$ cat src/include/area_wait_cfg.svh
/*
 * Indices, fields, reset values and codes of the area wait block.
 * Assumes inclusion by bare name.
 */
`ifndef AREA_WAIT_CFG_SVH
`define AREA_WAIT_CFG_SVH

// ==========================================================
// Register word indices
`define AW_OFS_WAIT_CTRL    6'h00
`define AW_OFS_BUS_CFG      6'h01
`define AW_OFS_STATUS       6'h02

// ==========================================================
// Wait control fields
`define AW_A6_MSB           15
`define AW_A6_LSB           13
`define AW_A5_MSB           12
`define AW_A5_LSB           10
`define AW_A4_MSB           9
`define AW_A4_LSB           7
`define AW_A3_MSB           6
`define AW_A3_LSB           5
`define AW_A2_MSB           4
`define AW_A2_LSB           3
`define AW_A0_MSB           2
`define AW_A0_LSB           0

// ==========================================================
// Reset values
`define AW_WAIT_CTRL_RST    16'hffff
`define AW_MEMTYPE_RST      3'h0

// ==========================================================
// Area 2/3 memory type codes
`define AW_MT_A3_SDRAM      3'h2
`define AW_MT_A23_SDRAM     3'h3

// ==========================================================
// Bus responses
`define AW_RESP_OKAY        2'h0
`define AW_RESP_SLVERR      2'h2

`endif

$ cat src/include/area_wait_pkg.sv
/*
 * Types of the area wait block.
 * Assumes the constants header on the include path.
 */
`include "area_wait_cfg.svh"

package area_wait_pkg;

    typedef enum logic [3:0] {
        SEQ_IDLE   = 4'h1,
        SEQ_COUNT  = 4'h2,
        SEQ_EXTEND = 4'h4,
        SEQ_DONE   = 4'h8
    } seq_state_t;

    typedef struct packed {
        // Registers
        logic [15:0] wait_ctrl;
        logic        wait_sel;
        logic [2:0]  memtype;
        // Bus slave
        logic        awready;
        logic        wready;
        logic        aw_held;
        logic        w_held;
        logic [5:0]  aw_idx;
        logic [31:0] w_data;
        logic [3:0]  w_strb;
        logic        bvalid;
        logic [1:0]  bresp;
        logic        arready;
        logic        rvalid;
        logic [1:0]  rresp;
        logic [31:0] rdata;
        // Wait pin and bus clock
        logic [2:0]  sync;
        logic        wait_lvl;
        logic        wait_smp;
        logic        bclk;
        // Sequencer
        seq_state_t  seq;
        logic [3:0]  cnt;
        logic [2:0]  area;
        logic        wait_en;
        logic        acc_ready;
        logic        acc_done;
        logic        acc_error;
    } state_t;

endpackage

$ cat src/logic/area_wait_state_config.sv
/*
 * Area wait-state settings, access sequencer, AXI4-Lite slave.
 * Assumes a 40 MHz aclk, bus clock out at half rate
 * and an asynchronous active-low wait pin.
 */
// Our own choices: the placing of the registers and the AXI4-Lite register port.
`timescale 1ns/1ps
`default_nettype none
`include "area_wait_cfg.svh"

module area_wait_state_config (
    // Clock and power-on reset
    input  wire logic        aclk,
    input  wire logic        aresetn,
    // Manual reset and standby
    input  wire logic        manual_reset,
    input  wire logic        standby,
    // AXI4-Lite write
    input  wire logic [7:0]  s_axi_awaddr,
    input  wire logic        s_axi_awvalid,
    output logic             s_axi_awready,
    input  wire logic [31:0] s_axi_wdata,
    input  wire logic [3:0]  s_axi_wstrb,
    input  wire logic        s_axi_wvalid,
    output logic             s_axi_wready,
    output logic [1:0]       s_axi_bresp,
    output logic             s_axi_bvalid,
    input  wire logic        s_axi_bready,
    // AXI4-Lite read
    input  wire logic [7:0]  s_axi_araddr,
    input  wire logic        s_axi_arvalid,
    output logic             s_axi_arready,
    output logic [31:0]      s_axi_rdata,
    output logic [1:0]       s_axi_rresp,
    output logic             s_axi_rvalid,
    input  wire logic        s_axi_rready,
    // Access requests
    input  wire logic        acc_req,
    input  wire logic [2:0]  acc_area,
    input  wire logic        acc_burst,
    output logic             acc_ready,
    output logic             acc_done,
    output logic             acc_error,
    // Memory side
    input  wire logic        ext_wait_n,
    output logic             bus_clock_out,
    // Decoded settings
    output logic [1:0]       area2_cas_latency,
    output logic [1:0]       area3_cas_latency
);

    area_wait_pkg::state_t st_r;
    area_wait_pkg::state_t st_nxt;

    // ==========================================================
    // Per-area decode: index 0..5 = areas 0,2,3,4,5,6
    logic [2:0] code    [6];
    logic [3:0] first_w [6];
    logic       pin_en  [6];
    logic [3:0] burst_s [6];

    assign code[0] = st_r.wait_ctrl[`AW_A0_MSB:`AW_A0_LSB];
    assign code[1] = {1'b0, st_r.wait_ctrl[`AW_A2_MSB:`AW_A2_LSB]};
    assign code[2] = {1'b0, st_r.wait_ctrl[`AW_A3_MSB:`AW_A3_LSB]};
    assign code[3] = st_r.wait_ctrl[`AW_A4_MSB:`AW_A4_LSB];
    assign code[4] = st_r.wait_ctrl[`AW_A5_MSB:`AW_A5_LSB];
    assign code[5] = st_r.wait_ctrl[`AW_A6_MSB:`AW_A6_LSB];

    genvar gi;
    generate
        for (gi = 0; gi < 6; gi = gi + 1) begin : g_dec
            wait_code_decode u_dec (
                .code         (code[gi]),
                .first_waits  (first_w[gi]),
                .wait_pin_en  (pin_en[gi]),
                .burst_states (burst_s[gi])
            );
        end
    endgenerate

    // CAS latency: 00 and 01 both give 1
    function automatic logic [1:0] cas_of(input logic [1:0] f);
        cas_of = (f == 2'h0) ? 2'h1 : f;
    endfunction

    logic a2_sdram;
    logic a3_sdram;
    assign a3_sdram = (st_r.memtype == `AW_MT_A3_SDRAM) ||
                      (st_r.memtype == `AW_MT_A23_SDRAM);
    assign a2_sdram = (st_r.memtype == `AW_MT_A23_SDRAM);

    // ==========================================================
    // Next state
    always_comb begin
        logic        wr_go;
        logic        rd_hit;
        logic        wr_hit;
        logic [5:0]  ridx;
        logic [31:0] rval;
        logic        rise_en;
        logic        fall_en;
        logic [2:0]  sel;
        logic        valid_area;
        logic        sdram;
        logic [3:0]  load;
        logic        load_en;
        wr_go      = 1'b0;
        rd_hit     = 1'b0;
        wr_hit     = 1'b0;
        ridx       = 6'h0;
        rval       = 32'h0;
        rise_en    = 1'b0;
        fall_en    = 1'b0;
        sel        = 3'h0;
        valid_area = 1'b0;
        sdram      = 1'b0;
        load       = 4'h0;
        load_en    = 1'b0;
        st_nxt     = st_r;

        // Write: address and data in either order
        if (s_axi_awvalid && st_r.awready) begin
            st_nxt.aw_held = 1'b1;
            st_nxt.aw_idx  = s_axi_awaddr[7:2];
            st_nxt.awready = 1'b0;
        end
        if (s_axi_wvalid && st_r.wready) begin
            st_nxt.w_held = 1'b1;
            st_nxt.w_data = s_axi_wdata;
            st_nxt.w_strb = s_axi_wstrb;
            st_nxt.wready = 1'b0;
        end
        wr_go = st_r.aw_held && st_r.w_held && !st_r.bvalid;
        if (wr_go) begin
            wr_hit = 1'b1;
            case (st_r.aw_idx)
                `AW_OFS_WAIT_CTRL: begin
                    if (st_r.w_strb[0]) begin
                        st_nxt.wait_ctrl[7:0] = st_r.w_data[7:0];
                    end
                    if (st_r.w_strb[1]) begin
                        st_nxt.wait_ctrl[15:8] = st_r.w_data[15:8];
                    end
                end
                `AW_OFS_BUS_CFG: begin
                    if (st_r.w_strb[0]) begin
                        st_nxt.wait_sel = st_r.w_data[0];
                        st_nxt.memtype  = st_r.w_data[3:1];
                    end
                end
                `AW_OFS_STATUS: begin
                end
                default: begin
                    wr_hit = 1'b0;
                end
            endcase
            st_nxt.aw_held = 1'b0;
            st_nxt.w_held  = 1'b0;
            st_nxt.bvalid  = 1'b1;
            st_nxt.bresp   = wr_hit ? `AW_RESP_OKAY : `AW_RESP_SLVERR;
        end
        if (st_r.bvalid && s_axi_bready) begin
            st_nxt.bvalid  = 1'b0;
            st_nxt.awready = 1'b1;
            st_nxt.wready  = 1'b1;
        end

        // Read channel
        if (s_axi_arvalid && st_r.arready) begin
            ridx   = s_axi_araddr[7:2];
            rd_hit = 1'b1;
            case (ridx)
                `AW_OFS_WAIT_CTRL: rval = {16'h0, st_r.wait_ctrl};
                `AW_OFS_BUS_CFG:   rval = {28'h0, st_r.memtype, st_r.wait_sel};
                `AW_OFS_STATUS:    rval = {22'h0, st_r.wait_smp,
                                           st_r.seq == area_wait_pkg::SEQ_EXTEND,
                                           st_r.cnt, st_r.area, !st_r.acc_ready};
                default: begin
                    rd_hit = 1'b0;
                end
            endcase
            st_nxt.rdata   = rval;
            st_nxt.rresp   = rd_hit ? `AW_RESP_OKAY : `AW_RESP_SLVERR;
            st_nxt.rvalid  = 1'b1;
            st_nxt.arready = 1'b0;
        end
        if (st_r.rvalid && s_axi_rready) begin
            st_nxt.rvalid  = 1'b0;
            st_nxt.arready = 1'b1;
        end

        // Half-rate bus clock; edges as enables
        rise_en     = !st_r.bclk;
        fall_en     = st_r.bclk;
        st_nxt.bclk = !st_r.bclk;

        // Wait pin: three stages, last two must agree
        st_nxt.sync = {st_r.sync[1:0], ext_wait_n};
        if (st_r.sync[1] == st_r.sync[2]) begin
            st_nxt.wait_lvl = !st_r.sync[2];
        end
        if (st_r.wait_sel ? fall_en : rise_en) begin
            st_nxt.wait_smp = st_r.wait_lvl;
        end

        // Sequencer
        st_nxt.acc_done  = 1'b0;
        st_nxt.acc_error = 1'b0;
        case (st_r.seq)
            area_wait_pkg::SEQ_IDLE: begin
                if (acc_req && st_r.acc_ready) begin
                    valid_area = 1'b1;
                    case (acc_area)
                        3'h0: sel = 3'h0;
                        3'h2: sel = 3'h1;
                        3'h3: sel = 3'h2;
                        3'h4: sel = 3'h3;
                        3'h5: sel = 3'h4;
                        3'h6: sel = 3'h5;
                        default: valid_area = 1'b0;
                    endcase
                    sdram = (acc_area == 3'h2 && a2_sdram) ||
                            (acc_area == 3'h3 && a3_sdram);
                    if (!valid_area) begin
                        st_nxt.seq       = area_wait_pkg::SEQ_DONE;
                        st_nxt.acc_done  = 1'b1;
                        st_nxt.acc_error = 1'b1;
                    end else begin
                        load_en = 1'b1;
                        if (sdram) begin
                            load = (acc_area == 3'h2) ?
                                {2'h0, cas_of(code[1][1:0])} :
                                {2'h0, cas_of(code[2][1:0])};
                        end else if (acc_burst &&
                                     (sel == 3'h0 || sel == 3'h4 || sel == 3'h5)) begin
                            load = burst_s[sel] - 4'h1;
                        end else begin
                            load = first_w[sel];
                        end
                        st_nxt.seq     = area_wait_pkg::SEQ_COUNT;
                        st_nxt.cnt     = load;
                        st_nxt.area    = acc_area;
                        // Burst beats in areas 0, 5 and 6 always honour the pin
                        st_nxt.wait_en = !sdram &&
                                         (pin_en[sel] || (acc_burst &&
                                          (sel == 3'h0 || sel == 3'h4 ||
                                           sel == 3'h5)));
                    end
                    st_nxt.acc_ready = 1'b0;
                end
            end
            area_wait_pkg::SEQ_COUNT: begin
                if (rise_en) begin
                    if (st_r.cnt != 4'h0) begin
                        st_nxt.cnt = st_r.cnt - 4'h1;
                    end else if (st_r.wait_en && st_r.wait_smp) begin
                        st_nxt.seq = area_wait_pkg::SEQ_EXTEND;
                    end else begin
                        st_nxt.seq      = area_wait_pkg::SEQ_DONE;
                        st_nxt.acc_done = 1'b1;
                    end
                end
            end
            area_wait_pkg::SEQ_EXTEND: begin
                if (rise_en && !st_r.wait_smp) begin
                    st_nxt.seq      = area_wait_pkg::SEQ_DONE;
                    st_nxt.acc_done = 1'b1;
                end
            end
            area_wait_pkg::SEQ_DONE: begin
                st_nxt.seq       = area_wait_pkg::SEQ_IDLE;
                st_nxt.acc_ready = 1'b1;
            end
            default: begin
                st_nxt.seq       = area_wait_pkg::SEQ_IDLE;
                st_nxt.acc_ready = 1'b1;
            end
        endcase

        // Manual reset, standby: sequencer only
        if (manual_reset || standby) begin
            st_nxt.seq       = area_wait_pkg::SEQ_IDLE;
            st_nxt.cnt       = 4'h0;
            st_nxt.acc_ready = 1'b1;
            st_nxt.acc_done  = 1'b0;
            st_nxt.acc_error = 1'b0;
        end
    end

    // ==========================================================
    // Only power-on reset touches settings
    always_ff @(posedge aclk) begin
        if (!aresetn) begin
            st_r           <= '0;
            st_r.wait_ctrl <= `AW_WAIT_CTRL_RST;
            st_r.memtype   <= `AW_MEMTYPE_RST;
            st_r.awready   <= 1'b1;
            st_r.wready    <= 1'b1;
            st_r.arready   <= 1'b1;
            st_r.sync      <= 3'h7;
            st_r.seq       <= area_wait_pkg::SEQ_IDLE;
            st_r.acc_ready <= 1'b1;
        end else begin
            st_r <= st_nxt;
        end
    end

    // ==========================================================
    // Outputs
    assign s_axi_awready     = st_r.awready;
    assign s_axi_wready      = st_r.wready;
    assign s_axi_bvalid      = st_r.bvalid;
    assign s_axi_bresp       = st_r.bresp;
    assign s_axi_arready     = st_r.arready;
    assign s_axi_rvalid      = st_r.rvalid;
    assign s_axi_rresp       = st_r.rresp;
    assign s_axi_rdata       = st_r.rdata;
    assign acc_ready         = st_r.acc_ready;
    assign acc_done          = st_r.acc_done;
    assign acc_error         = st_r.acc_error;
    assign bus_clock_out     = st_r.bclk;

    logic [1:0] cas2_r;
    logic [1:0] cas3_r;
    logic [1:0] cas2_nxt;
    logic [1:0] cas3_nxt;
    assign cas2_nxt = cas_of(st_r.wait_ctrl[`AW_A2_MSB:`AW_A2_LSB]);
    assign cas3_nxt = cas_of(st_r.wait_ctrl[`AW_A3_MSB:`AW_A3_LSB]);
    always_ff @(posedge aclk) begin
        if (!aresetn) begin
            cas2_r <= 2'h3;
            cas3_r <= 2'h3;
        end else begin
            cas2_r <= cas2_nxt;
            cas3_r <= cas3_nxt;
        end
    end
    assign area2_cas_latency = cas2_r;
    assign area3_cas_latency = cas3_r;

endmodule

`default_nettype wire

$ cat src/logic/wait_code_decode.sv
/*
 * Decodes one area wait code: first waits, pin enable, pitch.
 * Assumes two-bit codes arrive zero-extended.
 */
`timescale 1ns/1ps
`default_nettype none

module wait_code_decode (
    // Code
    input  wire logic [2:0] code,
    // Decoded values
    output logic      [3:0] first_waits,
    output logic            wait_pin_en,
    output logic      [3:0] burst_states
);

    always_comb begin
        case (code)
            3'h0: begin
                first_waits  = 4'h0;
                burst_states = 4'h2;
            end
            3'h1: begin
                first_waits  = 4'h1;
                burst_states = 4'h2;
            end
            3'h2: begin
                first_waits  = 4'h2;
                burst_states = 4'h3;
            end
            3'h3: begin
                first_waits  = 4'h3;
                burst_states = 4'h4;
            end
            3'h4: begin
                first_waits  = 4'h4;
                burst_states = 4'h4;
            end
            3'h5: begin
                first_waits  = 4'h6;
                burst_states = 4'h6;
            end
            3'h6: begin
                first_waits  = 4'h8;
                burst_states = 4'h8;
            end
            default: begin
                first_waits  = 4'ha;
                burst_states = 4'ha;
            end
        endcase
        // Zero code ignores the pin
        wait_pin_en = (code != 3'h0);
    end

endmodule

`default_nettype wire

$ cat config.mk
export PLATFORM = sky130hd
export DESIGN_NAME = area_wait_state_config
export DESIGN_NICKNAME = d
export VERILOG_FILES = /design/src/include/area_wait_pkg.sv /design/src/logic/area_wait_state_config.sv /design/src/logic/wait_code_decode.sv
export VERILOG_INCLUDE_DIRS = /design/src /design/src/include
export SDC_FILE = /design/constraint.sdc
export NUM_CORES = 1
export LEC_CHECK = 0
export ABC_CLOCK_PERIOD_IN_PS = 7050
export BUFFER_PORTS_ARGS = -buffer_cell sky130_fd_sc_hd__buf_4
export CAP_MARGIN = 20
export CORE_MARGIN = 4
export CORE_UTILIZATION = 48
export CTS_CLUSTER_DIAMETER = 100
export DETAILED_ROUTE_END_ITERATION = 6
export HOLD_SLACK_MARGIN = 0.12
export PLACE_DENSITY = 0.69
export SYNTH_ARGS = -nofsm -noshare
export SYNTH_HDL_FRONTEND = slang
export SYNTH_HIERARCHICAL = 1
export SYNTH_SLANG_ARGS = --single-unit
export TNS_END_PERCENT = 30
$ cat constraint.sdc
create_clock -name aclk -period 7.05 [get_ports aclk]
set_input_delay 1.41 -clock aclk [delete_from_list [all_inputs] [get_ports aclk]]
set_output_delay 1.41 -clock aclk [all_outputs]
set_load 0.005 [all_outputs]
==> out/qor.yml <==
crit_slowest_cell: "o21bai_1"
clk_path_buf_depth: 2
slowest_delay_ns: 0.45
grt_max_degree: 85
synth_fa_ha_area_share_pct: 0.474
synth_top_family_by_area: "simple AND/OR/NAND/NOR gates"
grt_pass1_wl_um: 20900
grt_use_total_pct: 19.8
diodes: 0
crit_fanout: 31
drt_wl_total_um: 12500
slew_headroom_pct: 45.4
gr-total-overflow: 0
status: "finished clean"
ant_nets: 0
cts.sinks: 94
fmax_mhz: 284
skew_ns: 0.00995
crit_top_cell: "a211oi_1"
clock_latency_ns: 0.37
fp.dieW_um: 113
cts_tree: "yes"
port_buffers: 75
cp_top_family: "compound AO/OA/AOI/OAI gates"
htreeDepth: 3
gp_congestion: 0.923
p_leak_nw: 2.46
num_vias: 4574
wl_per_cell_um: 14.9
yosysTopAreaCell: "dfxtp_1"
crit_arrival_ns: 3.80
powerDensity_nw_per_um2: 178
drive_above_1_share_pct: 17.2
die_area_um2: 12700
yosys-top-cells-area: "dfxtp_1 (36%), nand2_1 (7.2%), buf_4 (6.0%)"
die_y_um: 113
cp_cell_sequence: "buf_4 > o21bai_1 > mux2_2 > o22ai_1 > ha_1 > a221oi_1 > a211oi_1 > a211oi_1"
min_period_ns: 3.53
drt-pass1-iter-count: 5
worstSetupPathType: "in2reg"
synth_compound_area_share_pct: 17.6
final_util_pct: 54.4
startpoint_type: "input pin"
peakVddDrop_uv: 156
syn_to_final_growth_pct: 11.2
synthMuxAreaShare_pct: 6.56
hold_buffers: 0
io_pins: 116
rows: 38
hpwl_um: 9040
ys.flop_type: "dfxtp_1"
nets: 763
cp.required_ns: 7.33
antenna_found_initial: 0
drv_cap: 0
synthArstFlopShare_pct: 0
min_period_over_period_pct: 50.0
syn_area_um2: 5280
synth-edff-count: 0
synth_cell_types: 70
path_buf_inv: 1
grt_pass1_vias: 4279
cts_buffers: 9
dp_slack_ns: 3.21
whs_ns: 0.418
avgSynthCellArea_um2: 8.09
yosys_warnings: 6
hold_path.class: "reg2reg"
cts_setup_buffers: 0
drc: 0
fin_tns_setup_ns: 0
syn_inst: 653
ys_seq_elements: 94
setup_viol: 0
end_kind: "register"
worstMarginPinSlew_ns: 0.808
timing.final.ws_setup_ns: 3.52
cts.repair.resized: 0
synth_xor_area_share_pct: 0.497
hold_viol: 0
synth.yosys.seq_area_share_pct: 35.6
clkTransAtPathRegs_ns: 0.10
core_area_um2: 10800
rsz0062_at_grt: "no"
yosys.area_share.simple_pct: 29.2
slew_viol_final: 0
routed_via_density: 5.45
start_util_pct: 48.9
yosysTopAreaCellShare_pct: 35.6
cts_root_buf: "clkbuf_8"
drt_iter0_drc: 272
==> cells by family (layout without fill, tap and decap cells) <==
logic type | after synthesis | count (layout)
buffers and inverters | 94 | 109
AOI/OAI and AO/OA | 132 | 132
xor gates and xnor gates | 3 | 3
muxes | 32 | 32
and+or+nand+nor | 295 | 295
adders and majority gates | 2 | 2
DFF | 94 | 94
other | 1 | 32
==> routing by layer <==
layer,track usage [%],part of all wire [%]
met5,0,0
met4,5.77,1.4
met3,4.12,6.0
met2,31.4,47
met1,27.4,46
==> layout by cell type (no fill, tap or decap), drive strengths merged, types with 6 or more instances in the layout <==
cell type / n
nand3b: 6
clkbuf: 9
dfxtp: 94
nand3: 43
o21ai: 26
nor3b: 6
and2: 14
inv: 20
conb: 32
mux2i: 29
a21boi: 26
buf: 76
nor3: 8
o21a: 6
or3: 9
a21oi: 21
nor2: 37
nor2b: 31
nand2: 102
a22oi: 11
nand2b: 19
==> path summary, 6_finish.rpt <==
path	depth (start not counted)	slack, ns	endpoint	from
hold / removal	1	0.42	st_nxt[20]$_SDFF_PN1_	st_nxt[19]$_SDFF_PN1_
setup / recovery	8	3.52	st_r[8]$_SDFFE_PP0P_	acc_area[2]
hold reg to reg	1	0.42	st_nxt[20]$_SDFF_PN1_	st_nxt[19]$_SDFF_PN1_
setup reg to reg	9	4.51	st_r[8]$_SDFFE_PP0P_	code[10]$_SDFFE_PN1P_
==> report_power, final <==
part | total, mW | switching (mW) | leakage [nW] | internal (mW)
logic | 0.138 | 0.0755 | 1.60 | 0.0626
clock network | 0.344 | 0.207 | 0.0911 | 0.137
registers | 0.562 | 0.0148 | 0.766 | 0.547
total | 1.04 | 0.297 | 2.46 | 0.747
==> stage by stage <==
| step | power [mW] | instances | area (um^2) |
|---|---|---|---|
| final | 1.04 | 839 | 5880 |
| after CTS | 1.05 | 839 | 5880 |
| after global placement | 0.708 | 823 | 5680 |
| after floorplan | 0.676 | 684 | 5400 |
| after global routing | 1.10 | 839 | 5880 |
| after detailed placement | 0.712 | 823 | 5680 |
==> synth_stat cells (all sizes together) (6+ instances only) <==
| cell | number |
|---|---|
| nor3b | 6 |
| o21a | 6 |
| dfxtp | 94 |
| o21ai | 26 |
| nand3b | 6 |
| a21oi | 21 |
| nor2 | 37 |
| nand2 | 102 |
| or3 | 9 |
| inv | 17 |
| a22oi | 11 |
| nand3 | 43 |
| mux2i | 29 |
| a21boi | 26 |
| nor3 | 8 |
| nand2b | 19 |
| clkbuf | 24 |
| and2 | 14 |
| buf | 53 |
| nor2b | 31 |
==> worst reg2reg max path: cells and delay by family (launching register included) <==
family                   cells  cell delay (ns)
AND/OR/NAND/NOR              2             0.34
flip-flops                   1             0.66
AO/OA/AOI/OAI                6             1.17
adder cells (fa/ha/maj)      1             0.29
==> layout make-up <==
cell class              count  area [um^2]
well taps                 140          175
flip-flops and latches     94         1880
multi-input cells         496         2990
inverters                  17         63.8
clock inverters             7         68.8
clock buffers               9          124
repair buffers             76          571
fillers                  1005         4920
==> sequential cells by signal, summed over array words and instances (netlist names), 2 cells and up <==
register	flops
s_axi_rdata	16
area2_cas_latency	2
st_r	45
code	16
area3_cas_latency	2
st_nxt	2
No activity file was read; power rests on OpenSTA's default activity.
